### src/pkg/pipe_reg_pkg.sv
// constants and types shared by the multilevel pipeline register files
package pipe_reg_pkg;

    localparam int WORD_W = 16;
    localparam int NUM_REGS = 8;
    localparam int CODE_W = 4;
    localparam int SEL_W = 3;
    localparam int FIFO_DEPTH = 32;
    localparam int ENTRY_W = CODE_W + WORD_W;

    // value of every storage register and of the output after reset
    localparam logic [WORD_W-1:0] REG_RESET = 16'h0000;

    // load-control codes; 4'h0..4'h7 load one register each
    localparam logic [CODE_W-1:0] LOAD_FIRST_REG = 4'h0;
    localparam logic [CODE_W-1:0] SHIFT_ALL_EIGHT = 4'h8;
    localparam logic [CODE_W-1:0] SHIFT_LOW_FOUR = 4'h9;
    localparam logic [CODE_W-1:0] SHIFT_HIGH_FOUR = 4'ha;
    localparam logic [CODE_W-1:0] SHIFT_PAIR_ONE = 4'hb;
    localparam logic [CODE_W-1:0] SHIFT_PAIR_TWO = 4'hc;
    localparam logic [CODE_W-1:0] SHIFT_PAIR_THREE = 4'hd;
    localparam logic [CODE_W-1:0] SHIFT_PAIR_FOUR = 4'he;
    localparam logic [CODE_W-1:0] HOLD_ALL = 4'hf;

    // where a storage register takes its next value from
    typedef enum logic [2:0] {
        SRC_HOLD = 3'b001,
        SRC_WORD = 3'b010,
        SRC_PREV = 3'b100
    } reg_src_type;

endpackage

### src/pkg/word_stream_if.sv
// valid/ready word stream between the fifo and the register bank
`timescale 1ns/1ps
interface word_stream_if #(
    parameter int WIDTH = 20
);
    logic valid;
    logic ready;
    logic [WIDTH-1:0] data;

    modport src (output valid, output data, input ready);
    modport snk (input valid, input data, output ready);
endinterface

### src/verilog/word_fifo.sv
// synchronous fifo with valid/ready on both sides
`timescale 1ns/1ps
module word_fifo #(
    parameter int WIDTH = 20,
    parameter int DEPTH = 32
) (
    // clock and reset
    input wire logic i_sys_clk,
    input wire logic i_rst_n,
    // filling side
    word_stream_if.snk push,
    // draining side
    word_stream_if.src pop
);
    localparam int PTR_W = $clog2(DEPTH);
    localparam logic [PTR_W:0] DEPTH_CNT = (PTR_W+1)'(DEPTH);
    localparam logic [PTR_W:0] ONE_CNT = (PTR_W+1)'(1);

    logic [WIDTH-1:0] mem [DEPTH];
    logic [PTR_W-1:0] wr_ptr_r;
    logic [PTR_W-1:0] rd_ptr_r;
    logic [PTR_W:0] count_r;
    logic [PTR_W:0] count_nxt;
    logic space_r;
    logic empty_r;
    logic do_push;
    logic do_pop;

    assign do_push = push.valid && space_r;
    assign do_pop = pop.ready && !empty_r;
    // kept as a not-full flop so ready leaves the block with no gate
    assign push.ready = space_r;
    assign pop.valid = !empty_r;
    assign pop.data = mem[rd_ptr_r];

    always_comb begin
        count_nxt = count_r;
        if (do_push && !do_pop) begin
            count_nxt = count_r + ONE_CNT;
        end else if (do_pop && !do_push) begin
            count_nxt = count_r - ONE_CNT;
        end
    end

    always_ff @(posedge i_sys_clk) begin
        if (do_push) begin
            mem[wr_ptr_r] <= push.data;
        end
    end

    always_ff @(posedge i_sys_clk) begin
        if (!i_rst_n) begin
            wr_ptr_r <= '0;
            rd_ptr_r <= '0;
        end else begin
            if (do_push) begin
                wr_ptr_r <= wr_ptr_r + 1'b1;
            end
            if (do_pop) begin
                rd_ptr_r <= rd_ptr_r + 1'b1;
            end
        end
    end

    // flags registered so the ready seen by the source is a flop
    always_ff @(posedge i_sys_clk) begin
        if (!i_rst_n) begin
            count_r <= '0;
            space_r <= 1'b1;
            empty_r <= 1'b1;
        end else begin
            count_r <= count_nxt;
            space_r <= (count_nxt != DEPTH_CNT);
            empty_r <= (count_nxt == '0);
        end
    end
endmodule // word_fifo

### src/verilog/multilevel_pipeline_register.sv
// eight-register multilevel pipeline with input fifo and output select
`timescale 1ns/1ps
module multilevel_pipeline_register
    import pipe_reg_pkg::*;
(
    // clock and reset
    input wire logic i_sys_clk,
    input wire logic i_rst_n,
    // word and its load-control code, queued together
    input wire logic [WORD_W-1:0] i_word_in,
    input wire logic [CODE_W-1:0] i_load_ctrl_code,
    input wire logic i_word_valid,
    output logic o_word_ready,
    // bank drain enable; low stalls the bank so the fifo fills
    input wire logic i_bank_enable,
    // output port
    input wire logic [SEL_W-1:0] i_out_select,
    output logic [WORD_W-1:0] o_word_out,
    output logic o_busy
);

    ////////////////////////////////////////////////////////////////////
    // source selection for register idx under a load code
    function automatic reg_src_type reg_source(
        input logic [CODE_W-1:0] code,
        input int idx
    );
        reg_src_type src;
        src = SRC_HOLD;
        if (!code[3]) begin
            if (int'(code[2:0]) == idx) begin
                src = SRC_WORD;
            end
        end else if (code == SHIFT_ALL_EIGHT) begin
            src = (idx == 0) ? SRC_WORD : SRC_PREV;
        end else if (code == SHIFT_LOW_FOUR) begin
            if (idx == 0) begin
                src = SRC_WORD;
            end else if (idx < 4) begin
                src = SRC_PREV;
            end
        end else if (code == SHIFT_HIGH_FOUR) begin
            if (idx == 4) begin
                src = SRC_WORD;
            end else if (idx > 4) begin
                src = SRC_PREV;
            end
        end else if (code != HOLD_ALL) begin
            // pair codes b..e map to pairs 0..3
            if (idx / 2 == int'(code - SHIFT_PAIR_ONE)) begin
                src = (idx % 2 == 0) ? SRC_WORD : SRC_PREV;
            end
        end
        return src;
    endfunction

    ////////////////////////////////////////////////////////////////////
    // input fifo
    word_stream_if #(.WIDTH(ENTRY_W)) in_stream ();
    word_stream_if #(.WIDTH(ENTRY_W)) bank_stream ();

    assign in_stream.valid = i_word_valid;
    assign in_stream.data = {i_load_ctrl_code, i_word_in};
    assign o_word_ready = in_stream.ready;
    assign bank_stream.ready = i_bank_enable;

    word_fifo #(
        .WIDTH(ENTRY_W),
        .DEPTH(FIFO_DEPTH)
    ) u_fifo (
        .i_sys_clk(i_sys_clk),
        .i_rst_n(i_rst_n),
        .push(in_stream),
        .pop(bank_stream)
    );

    ////////////////////////////////////////////////////////////////////
    // register bank
    logic [WORD_W-1:0] bank_r [NUM_REGS];
    logic [WORD_W-1:0] bank_nxt [NUM_REGS];
    logic [CODE_W-1:0] head_code;
    logic [WORD_W-1:0] head_word;
    logic bank_step;

    assign head_code = bank_stream.data[ENTRY_W-1:WORD_W];
    assign head_word = bank_stream.data[WORD_W-1:0];
    // no entry or stalled bank behaves as a hold
    assign bank_step = bank_stream.valid && i_bank_enable;

    genvar gi;
    generate
        for (gi = 0; gi < NUM_REGS; gi++) begin : g_reg
            reg_src_type src;
            assign src = bank_step ? reg_source(head_code, gi) : SRC_HOLD;

            always_comb begin
                case (src)
                    SRC_WORD: bank_nxt[gi] = head_word;
                    SRC_PREV: bank_nxt[gi] = bank_r[(gi + NUM_REGS - 1)
                                                    % NUM_REGS];
                    default: bank_nxt[gi] = bank_r[gi];
                endcase
            end

            always_ff @(posedge i_sys_clk) begin
                if (!i_rst_n) begin
                    bank_r[gi] <= REG_RESET;
                end else begin
                    bank_r[gi] <= bank_nxt[gi];
                end
            end
        end
    endgenerate

    ////////////////////////////////////////////////////////////////////
    // output multiplexer; registered, so it shows select and bank
    // contents as of the previous edge (one cycle of latency)
    always_ff @(posedge i_sys_clk) begin
        if (!i_rst_n) begin
            o_word_out <= REG_RESET;
        end else begin
            o_word_out <= bank_r[i_out_select];
        end
    end

    always_ff @(posedge i_sys_clk) begin
        if (!i_rst_n) begin
            o_busy <= 1'b0;
        end else begin
            o_busy <= bank_step;
        end
    end

endmodule // multilevel_pipeline_register

### config.mk
export PLATFORM = sky130hd
export DESIGN_NAME = multilevel_pipeline_register
export DESIGN_NICKNAME = d
export VERILOG_FILES = /design/src/pkg/pipe_reg_pkg.sv /design/src/pkg/word_stream_if.sv /design/src/verilog/word_fifo.sv /design/src/verilog/multilevel_pipeline_register.sv
export SDC_FILE = /design/constraint.sdc
export NUM_CORES = 1
export LEC_CHECK = 0
export BUFFER_PORTS_ARGS = -buffer_cell sky130_fd_sc_hd__buf_2
export CORE_ASPECT_RATIO = 1.5
export CORE_MARGIN = 8
export CORE_UTILIZATION = 55
export CTS_CLUSTER_SIZE = 25
export DETAILED_ROUTE_END_ITERATION = 10
export GPL_TIMING_DRIVEN = 0
export PLACE_DENSITY_LB_ADDON = 0.08
export SYNTH_ARGS = -nofsm -noshare
export SYNTH_HDL_FRONTEND = slang
export SYNTH_HIERARCHICAL = 1
export SYNTH_SLANG_ARGS = --single-unit
### constraint.sdc
create_clock -name i_sys_clk -period 7.14 [get_ports i_sys_clk]
set_input_delay 0.357 -clock i_sys_clk [delete_from_list [all_inputs] [get_ports i_sys_clk]]
set_output_delay 0.357 -clock i_sys_clk [all_outputs]
set_load 0.01 [all_outputs]
* Yosys cells after proc, flatten, opt, wreduce, memory -nomap -nowiden
Memory sizes are Yosys's and may differ from the RTL's. A register that Yosys moved wholly into a read port is not among the register bits.
Cells that the tools add are included.
** Cells by class
- $add $sub $neg :: 5
- Eq/ne operators :: 31
- Muxes and demuxes :: 88
- Bitwise gates (word level) :: 8
- Reduce and logical (&&, ||, !) cells :: 11
** Operator list (count)
- 16-bit one-hot mux with 2 select lines :: 8
- 16-bit two-way mux :: 8
- 3-bit two-way mux :: 42
- 2-bit two-way mux :: 22
- 3-bit equality test, second input constant :: 12
- 32-bit logical NOT :: 1
- 3-bit by 2-bit equality test with 1-bit output, second input constant :: 10
- 4-bit equality test, second input constant :: 3
- 6-bit two-way mux :: 2
- 5-bit by 1-bit adder with 5-bit output, second input constant :: 2
- 3-bit by 5-bit equality test with 1-bit output, first input constant :: 2
- 5-bit two-way mux :: 2
- 1-bit bitwise OR :: 8
- 6-bit by 1-bit adder with 6-bit output, second input constant :: 1
- 6-bit logical NOT :: 1
- 6-bit inequality test, second input constant :: 1
- 6-bit by 1-bit subtractor with 6-bit output, second input constant :: 1
- 2-bit by 5-bit equality test with 1-bit output, first input constant :: 1
- 4-bit by 4-bit subtractor with 5-bit output, second input constant :: 1
- 1-bit logical AND :: 4
- 1-bit logical NOT :: 4
- 1-bit two-way mux :: 4
- 4-bit inequality test, second input constant :: 1
- 3-bit by 1-bit equality test with 1-bit output, second input constant :: 1
- 3-bit logical NOT :: 1
** Word-level totals
- Register bits :: 19
- Bits in writable memories :: 768
- Output and inout port bits :: 18
- Logic and storage cells :: 151
- Memories :: 2
** Memory list
- u_fifo.mem :: depth 32, bits a word 20, read ports 1, clocked after Yosys merged registers in 1, write ports 1, line word_fifo.sv:19 : logic [WIDTH-1:0] mem [DEPTH];
- bank_r :: depth 8, bits a word 16, read ports 9, clocked after Yosys merged registers in 1, write ports 8, line multilevel_pipeline_register.sv:79 : logic [WORD_W-1:0] bank_r [NUM_REGS];

* Longest topological paths before layout
Gate-level depths: netlist of the first run.
- Depth after elaboration :: 12
- Depth in mapped cells :: 16

* Hierarchy
The synthesis of the first run kept the hierarchy.
** By module, submodules not included
- word_fifo :: instances 1, cells each 1068, area each 25425.6 um2
- multilevel_pipeline_register :: instances 1, cells each 716, area each 6870.3 um2

* Worst setup path after synthesis of the first run
No wires, ideal clock.
- Path kind :: register -> register
- Start point :: register with a tool-made name
- End point :: memory bank_r[0][10]
- Library setup time :: 0.128 ns
- Arrival :: 4.287 ns
- Data required time :: 7.012 ns
- Slack :: 2.725 ns
- Cell stages (with the launch flop) :: 16
- Path buffers :: 6
- Clock period less this slack :: 4.415 ns
- Cell sequence :: dfxtp_1 > clkbuf_1 > clkbuf_1 > clkbuf_1 > mux4_2 > mux4_2 > mux2_2 > buf_2 > buf_2 > and2_1 > ha_1 > nand2b_4 > a2111oi_4 > buf_6 > mux2i_1 > nor2_1
** RTL lines (line)
- end, declared :: multilevel_pipeline_register.sv:79

==> results_dict.tcl, run 1 <==
set metrics [dict create \
    maxSlewHeadroom_pct 27.9 \
    synthesis.area_per_instance_um2 18.1 \
    critPathTopFamily "buffers and inverters" \
    crit_path_cell_trace "clkbuf_1 -> clkbuf_1 -> clkbuf_1 -> mux4_2 -> mux4_2 -> mux2_2 -> buf_2 -> buf_2 -> and2_1 -> ha_1 -> and3b_1 -> o21ai_1 -> a21oi_1 -> clkbuf_1 -> a221o_1" \
    firstDrtPassIters 5 \
    final-setup-viol-count 0 \
    placement_rows 109 \
    effective_utilization_at_floorplan_pct 55.2 \
    ff_latch_area_um2 22600 \
    number_of_failing_hold_endpoints_at_the_final_stage 0 \
    layout_commonest_cell "edfxtp_1" \
    start_kind "flop" \
    count_of_distinct_cell_types_in_the_synthesized_netlist 61 \
    wl_met3_um 3420 \
    grt_pass1_wl_um 113000 \
    route.vias.total 17000 \
    grt_setup_unrepaired "no" \
    timing.max_cap.violations 0 \
    worstPathBufferInverterCount 6 \
    power_per_cell_area_nw_per_um2 292 \
    dominantRegCellSynth "edfxtp_1" \
    areaGrowthSynthToFinish_pct 13.3 \
    cts_buffers 75 \
    design.final.nets 1971 \
    postLayoutCoreUtil_pct 62.5 \
    synth_area_um2 32300 \
    worst_skew_late_latency_ns 0.62 \
    final_hold_slack_ns 0.247 \
    clock_path_buffers 3 \
    detail_route.wirelength_um 75400 \
    mappedNetlistNets 1820 \
    fillers 4158 \
    io_pins 45 \
    fin_cells 2774 \
    cts.clk_slew.worst_paths_ns 0.06 \
    worstPathMaxFanout 10 \
    grt_max_degree 33 \
    min_period_ns 6.13 \
    drtIter0Drc 1456 \
    route.antenna.remaining_nets 0 \
    layout_worst_path_cycle_share_pct 85.8 \
    number_of_synthesized_register_bits 808 \
    critical-path-top-cell-by-count "clkbuf_1" \
    buffer_ports.inserted 41 \
    maxSlewViolCount 0 \
    vdd_drop_max_uv 237 \
    die_ar_um2 66900 \
    met1Wirelength_um 24300 \
    placedCellCount 2634 \
    cts_tree "done" \
    via_per_inst 6.12 \
    drcViolationCount 0 \
    fmax_mhz 163 \
    synth-async-reset-ratio_pct 0 \
    cp-end-kind "flop" \
    cpPeakStageDelay_ns 0.69 \
    proportion_of_layout_cells_with_a_drive_suffix_above_1_pct 26.4 \
    multiInputGateArea_um2 9110 \
    outcome "complete, no violations" \
    final_cell_mix "edfxtp_1, mux4_2, dfxtp_1" \
    worst_ep_arrival_time_ns 6.68 \
    global_route.overflow_total 0 \
    grt_pass1_vias 18300 \
    place.gp.congestion 0.876 \
    htree_num_levels 3 \
    fin_tns_setup_ns 0 \
    timing.final.ws_setup_ns 1.01 \
    grt.total_usage_pct 23.1 \
    post-place-ws_ns 1.05 \
    route.met2.wl_um 43900 \
    place_hpwl_um 55700 \
    seq_area_frac_synth_pct 69.9 \
    critPathSlowestCell "a21oi_1" \
    ys.warnings.count 6 \
    number_of_synthesized_flops_with_an_enable_pin 640 \
    antenna_found_initial 2 \
    worst-endpoint-required_ns 7.69 \
    core_region_area_um2 58500 \
    floorplan.die.width_um 214 \
    worst_setup_path_class "flop to flop" \
    worstMarginPinSlew_ns 1.07 \
    insertedDiodeCount 0 \
    cts_root_buf "clkbuf_16" \
    top_signal_layer_used "met4" \
    clock_sink_count 808 \
    worstHoldPathType "input port to flop" \
    die_height_um 313 \
    finalClockSkew_ns 0.0181 \
    cellLeakagePower_nw 11.7 \
    avgRoutedWirePerCell_um 27.2 \
    post_synthesis_cells 1784 \
]
[per-stage QoR]
stage	area [um2]	power (mW)
floorplan	32300	6.24
global placement	33500	6.62
detailed placement	34000	6.66
CTS	36600	10.8
global route	36600	11.0
finish	36600	10.7
[final timing paths]
check / endpoint / depth (start not counted) / slack, ns / from
max: bank_r[4][11]$_SDFFE_PN0P_ / 15 / 1.01 / flop
min: o_word_out[15]$_SDFF_PN0_ / 3 / 0.25 / i_out_select[2]
max reg2reg: bank_r[4][11]$_SDFFE_PN0P_ / 15 / 1.01 / flop
min reg2reg: bank_r[1][3]$_SDFFE_PN0P_ / 2 / 0.47 / bank_r[1][3]$_SDFFE_PN0P_
[timing repair]
item | 4_1_cts | 5_1_grt
resized for setup | 0 | 0
hold buffers | 1 | 0
buffers inserted | 0 | 0
hold endpoints to repair | 2 | 0
[worst register-to-register path, delay by kind of cell (launching register included)]
family	cells	cell delay, ns
AO/OA/AOI/OAI	3	1.01
flip-flops	1	0.31
adder cells (fa/ha/maj)	1	0.40
AND/OR/NAND/NOR	2	0.45
multiplexers	3	1.34
buffers and inverters	6	2.57
[per-layer routing]
metal	up-vias	GRT usage (%)
li1	7497	-
met1	8773	22.8
met2	528	44.8
met3	186	3.94
met4	0	11.7
met5	-	0
[report_power, final]
group | internal (mW) | switching [mW]
clock network | 2.40 | 1.71
registers | 5.17 | 0.0615
logic | 0.584 | 0.741
total | 8.15 | 2.51
[cells by family (layout without fill, tap and decap cells)]
family / Yosys count / count (layout) / share of synthesized area (%)
flip-flops: 808 / 808 / 69.9
buffers and inverters: 144 / 357 / 2.11
multiplexers: 302 / 302 / 18.4
AO/OA/AOI/OAI: 220 / 220 / 4.75
adder cells (fa/ha/maj): 9 / 9 / 0.349
AND/OR/NAND/NOR: 290 / 290 / 4.14
XOR/XNOR: 11 / 11 / 0.298
[cells in the mapped netlist, drive strengths merged (4+ instances only)]
cell type	n	share of area [%]
o21ai	55	0.85
a211oi	17	0.40
clkbuf	83	0.99
nand2	97	1.1
xnor2	6	0.16
buf	49	0.98
mux2i	50	1.5
nor2	103	1.2
mux4	232	16
dfxtp	168	10
edfxtp	640	60
a21o	16	0.37
inv	12	0.14
and3	19	0.37
nand3	21	0.33
a22o	16	0.43
a221o	16	0.50
mux2	20	0.70
ha	9	0.35
nor3b	4	0.11
nor2b	5	0.097
a21oi	21	0.33
a31oi	33	0.64
xor2	5	0.14
nor4	7	0.15
a22oi	32	0.74
nand4	8	0.15
[flip-flops by register name, summed over array words and instances (netlist names), named ones only]
| register | flops |
|---|---|
| o_word_out | 16 |
| u_fifo/empty_r | 1 |
| u_fifo/count_r | 6 |
| u_fifo/mem | 640 |
| o_busy | 1 |
| bank_r | 128 |
| u_fifo/wr_ptr_r | 5 |
| u_fifo/push.ready | 1 |
| u_fifo/rd_ptr_r | 5 |
[final cells by class]
type                            count  area share, %
Clock buffer                       95           5.57
Buffer                            132           1.74
Inverter                           12          0.123
Timing Repair Buffer               74           1.90
Sequential cell                   808           61.7
Multi-Input combinational cell    832           24.9
Clock inverter                     44           1.36
Tap cell                          777           2.66
(Power assumes the default switching activity.)
==> run 2, diff against run 1 <==
Settings changed: BUFFER_PORTS_ARGS -buffer_cell sky130_fd_sc_hd__buf_2 to -buffer_cell sky130_fd_sc_hd__buf_4.
==> run 2 against run 1 <==
Global-route usage is 0.22 points lower; final area about the same; combinational power hardly changed; sequential share of layout area about the same; critical path depth stayed put; sequential power hardly changed; die area stayed put; critical endpoint is now bank_r[0][11]$_SDFFE_PN0N_; total power fell by 1.5%; largest cell class unchanged; highest routed layer unchanged.
==> results_dict.tcl, run 2 (synthesis gave the netlist of run 1 again) <==
set metrics [dict create \
    maxSlewHeadroom_pct 33.0 \
    maxSlewViolCount 0 \
    worstMarginPinSlew_ns 1.01 \
    global_route.overflow_total 0 \
    vdd_drop_max_uv 202 \
    top_regs "u_fifo/mem (640), bank_r (128), o_word_out (16)" \
    final_cell_mix "edfxtp_1, mux4_2, dfxtp_1" \
    cts_buffers 75 \
    antenna_found_initial 0 \
    cp-end-kind "flop" \
    design.final.nets 1971 \
    largest_register_ffs 640 \
    clock_path_buffers 3 \
    firstDrtPassIters 5 \
    floorplan.die.width_um 214 \
    grt.total_usage_pct 22.9 \
    place_hpwl_um 55400 \
    layout_commonest_cell "edfxtp_1" \
    areaGrowthSynthToFinish_pct 13.3 \
    cts_root_buf "clkbuf_16" \
    insertedDiodeCount 0 \
    avgRoutedWirePerCell_um 27.0 \
    worst-endpoint-required_ns 7.62 \
    worstHoldPathType "input port to flop" \
    placement_rows 109 \
    start_kind "flop" \
    via_per_inst 6.09 \
    cts_resized 0 \
    grt_setup_unrepaired "no" \
    cts_tree "done" \
    power_per_cell_area_nw_per_um2 287 \
    layout_worst_path_cycle_share_pct 85.8 \
    fin_tns_setup_ns 0 \
    min_period_ns 6.13 \
    io_pins 45 \
    worstPathMaxFanout 10 \
    dpl-instance-area_um2 34200 \
    core_region_area_um2 58500 \
    timing.max_cap.violations 0 \
    effective_utilization_at_floorplan_pct 55.2 \
    worst_setup_path_class "flop to flop" \
    route.antenna.remaining_nets 0 \
    grt_pass1_wl_um 112000 \
    drtIter0Drc 1437 \
    finalPower_mw 10.5 \
    clock_sink_count 808 \
    cts.clk_slew.worst_paths_ns 0.06 \
    number_of_failing_hold_endpoints_at_the_final_stage 0 \
    proportion_of_layout_cells_with_a_drive_suffix_above_1_pct 26.1 \
    detail_route.wirelength_um 74700 \
    place.gp.congestion 0.874 \
    drcViolationCount 0 \
    worst_ep_arrival_time_ns 6.61 \
    final_area_um2 36600 \
    max_flop_register "u_fifo/mem" \
    die_height_um 313 \
    htree_num_levels 3 \
    final-setup-viol-count 0 \
    fmax_mhz 163 \
    finalClockSkew_ns 0.0184 \
    outcome "complete, no violations" \
    buffer_ports.inserted 41 \
    worst_skew_late_latency_ns 0.62 \
    route.vias.total 16900 \
    cellLeakagePower_nw 11.6 \
    grt_pass1_vias 18200 \
    grt_max_degree 33 \
    die_ar_um2 66900 \
]
[run 2: changes by cell type in the layout (fill, tap and decap cells not counted), moves of 3 or more]
cell / previous run / this run
buf_16: 0 / 4
buf_2: 67 / 26
buf_4: 5 / 46
buf_8: 32 / 28
bufinv_16: 10 / 6
clkbuf_1: 93 / 97
clkbuf_8: 0 / 3
clkinv_2: 11 / 8
[run 2: path summary, 6_finish.rpt]
path                            slack (ns)  depth (start not counted)                          end                       start
worst max register to register        1.01                         15   bank_r[0][11]$_SDFFE_PN0N_                        flop
worst min register to register        0.47                          2   bank_r[1][11]$_SDFFE_PN0P_  bank_r[1][11]$_SDFFE_PN0P_
worst max-delay path                  1.01                         15   bank_r[0][11]$_SDFFE_PN0N_                        flop
worst min-delay path                  0.16                          1  u_fifo/mem[18][2]$_DFFE_PP_                i_word_in[2]
[run 2: power breakdown]
part           switching [mW]  internal, mW  leakage [nW]
Clock                    1.69          2.24          1.17
Sequential             0.0616          5.17          7.12
Combinational           0.741         0.590          3.35
Total                    2.50          8.00          11.6
[run 2: cell type report]
cell class	instances	area, um2
plain buffers	132	637
clock buffers	101	2050
clock inverters	34	348
fillers	4173	21900
inverters	12	45.0
multi-input cells	832	9110
flip-flops and latches	808	22600
well taps	777	972
repair buffers	74	848
[run 2: metrics by stage]
stage / util, % / hold slack, ns / cells / setup WS, ns
final: 62.5 / 0.158 / 2770 / 1.01
after global routing: 62.5 / 0.139 / 2770 / 0.810
after CTS: 62.5 / 0.128 / 2770 / 1.04
after detailed placement: 58.4 / 0.459 / 2634 / 1.07
after global placement: 57.4 / 0.451 / 2602 / 1.07
after floorplan: - / 0.439 / 1784 / 2.73
[run 2: critical path: stages, from the launching register on]
cell,delay (ns)
dfxtp_1,0.31
clkbuf_1,0.49
clkbuf_1,0.62
clkbuf_1,0.57
mux4_2,0.43
mux4_2,0.55
mux2_2,0.33
buf_2,0.21
buf_2,0.21
and2_1,0.17
ha_1,0.39
nand2b_4,0.23
a2111oi_4,0.89
buf_6,0.29
mux2i_1,0.21
nor2_1,0.06
[run 2: layer usage]
layer / track usage, % / part of all wire [%]
met4: 11.7 / 4.7
met1: 23.0 / 33
met3: 3.72 / 4.1
met2: 44.0 / 58
met5: 0 / 0
[run 2: what timing repair did]
action	4_1_cts	5_1_grt
endpoints found under the hold margin	2	0
hold buffers	1	0
setup buffers	0	0
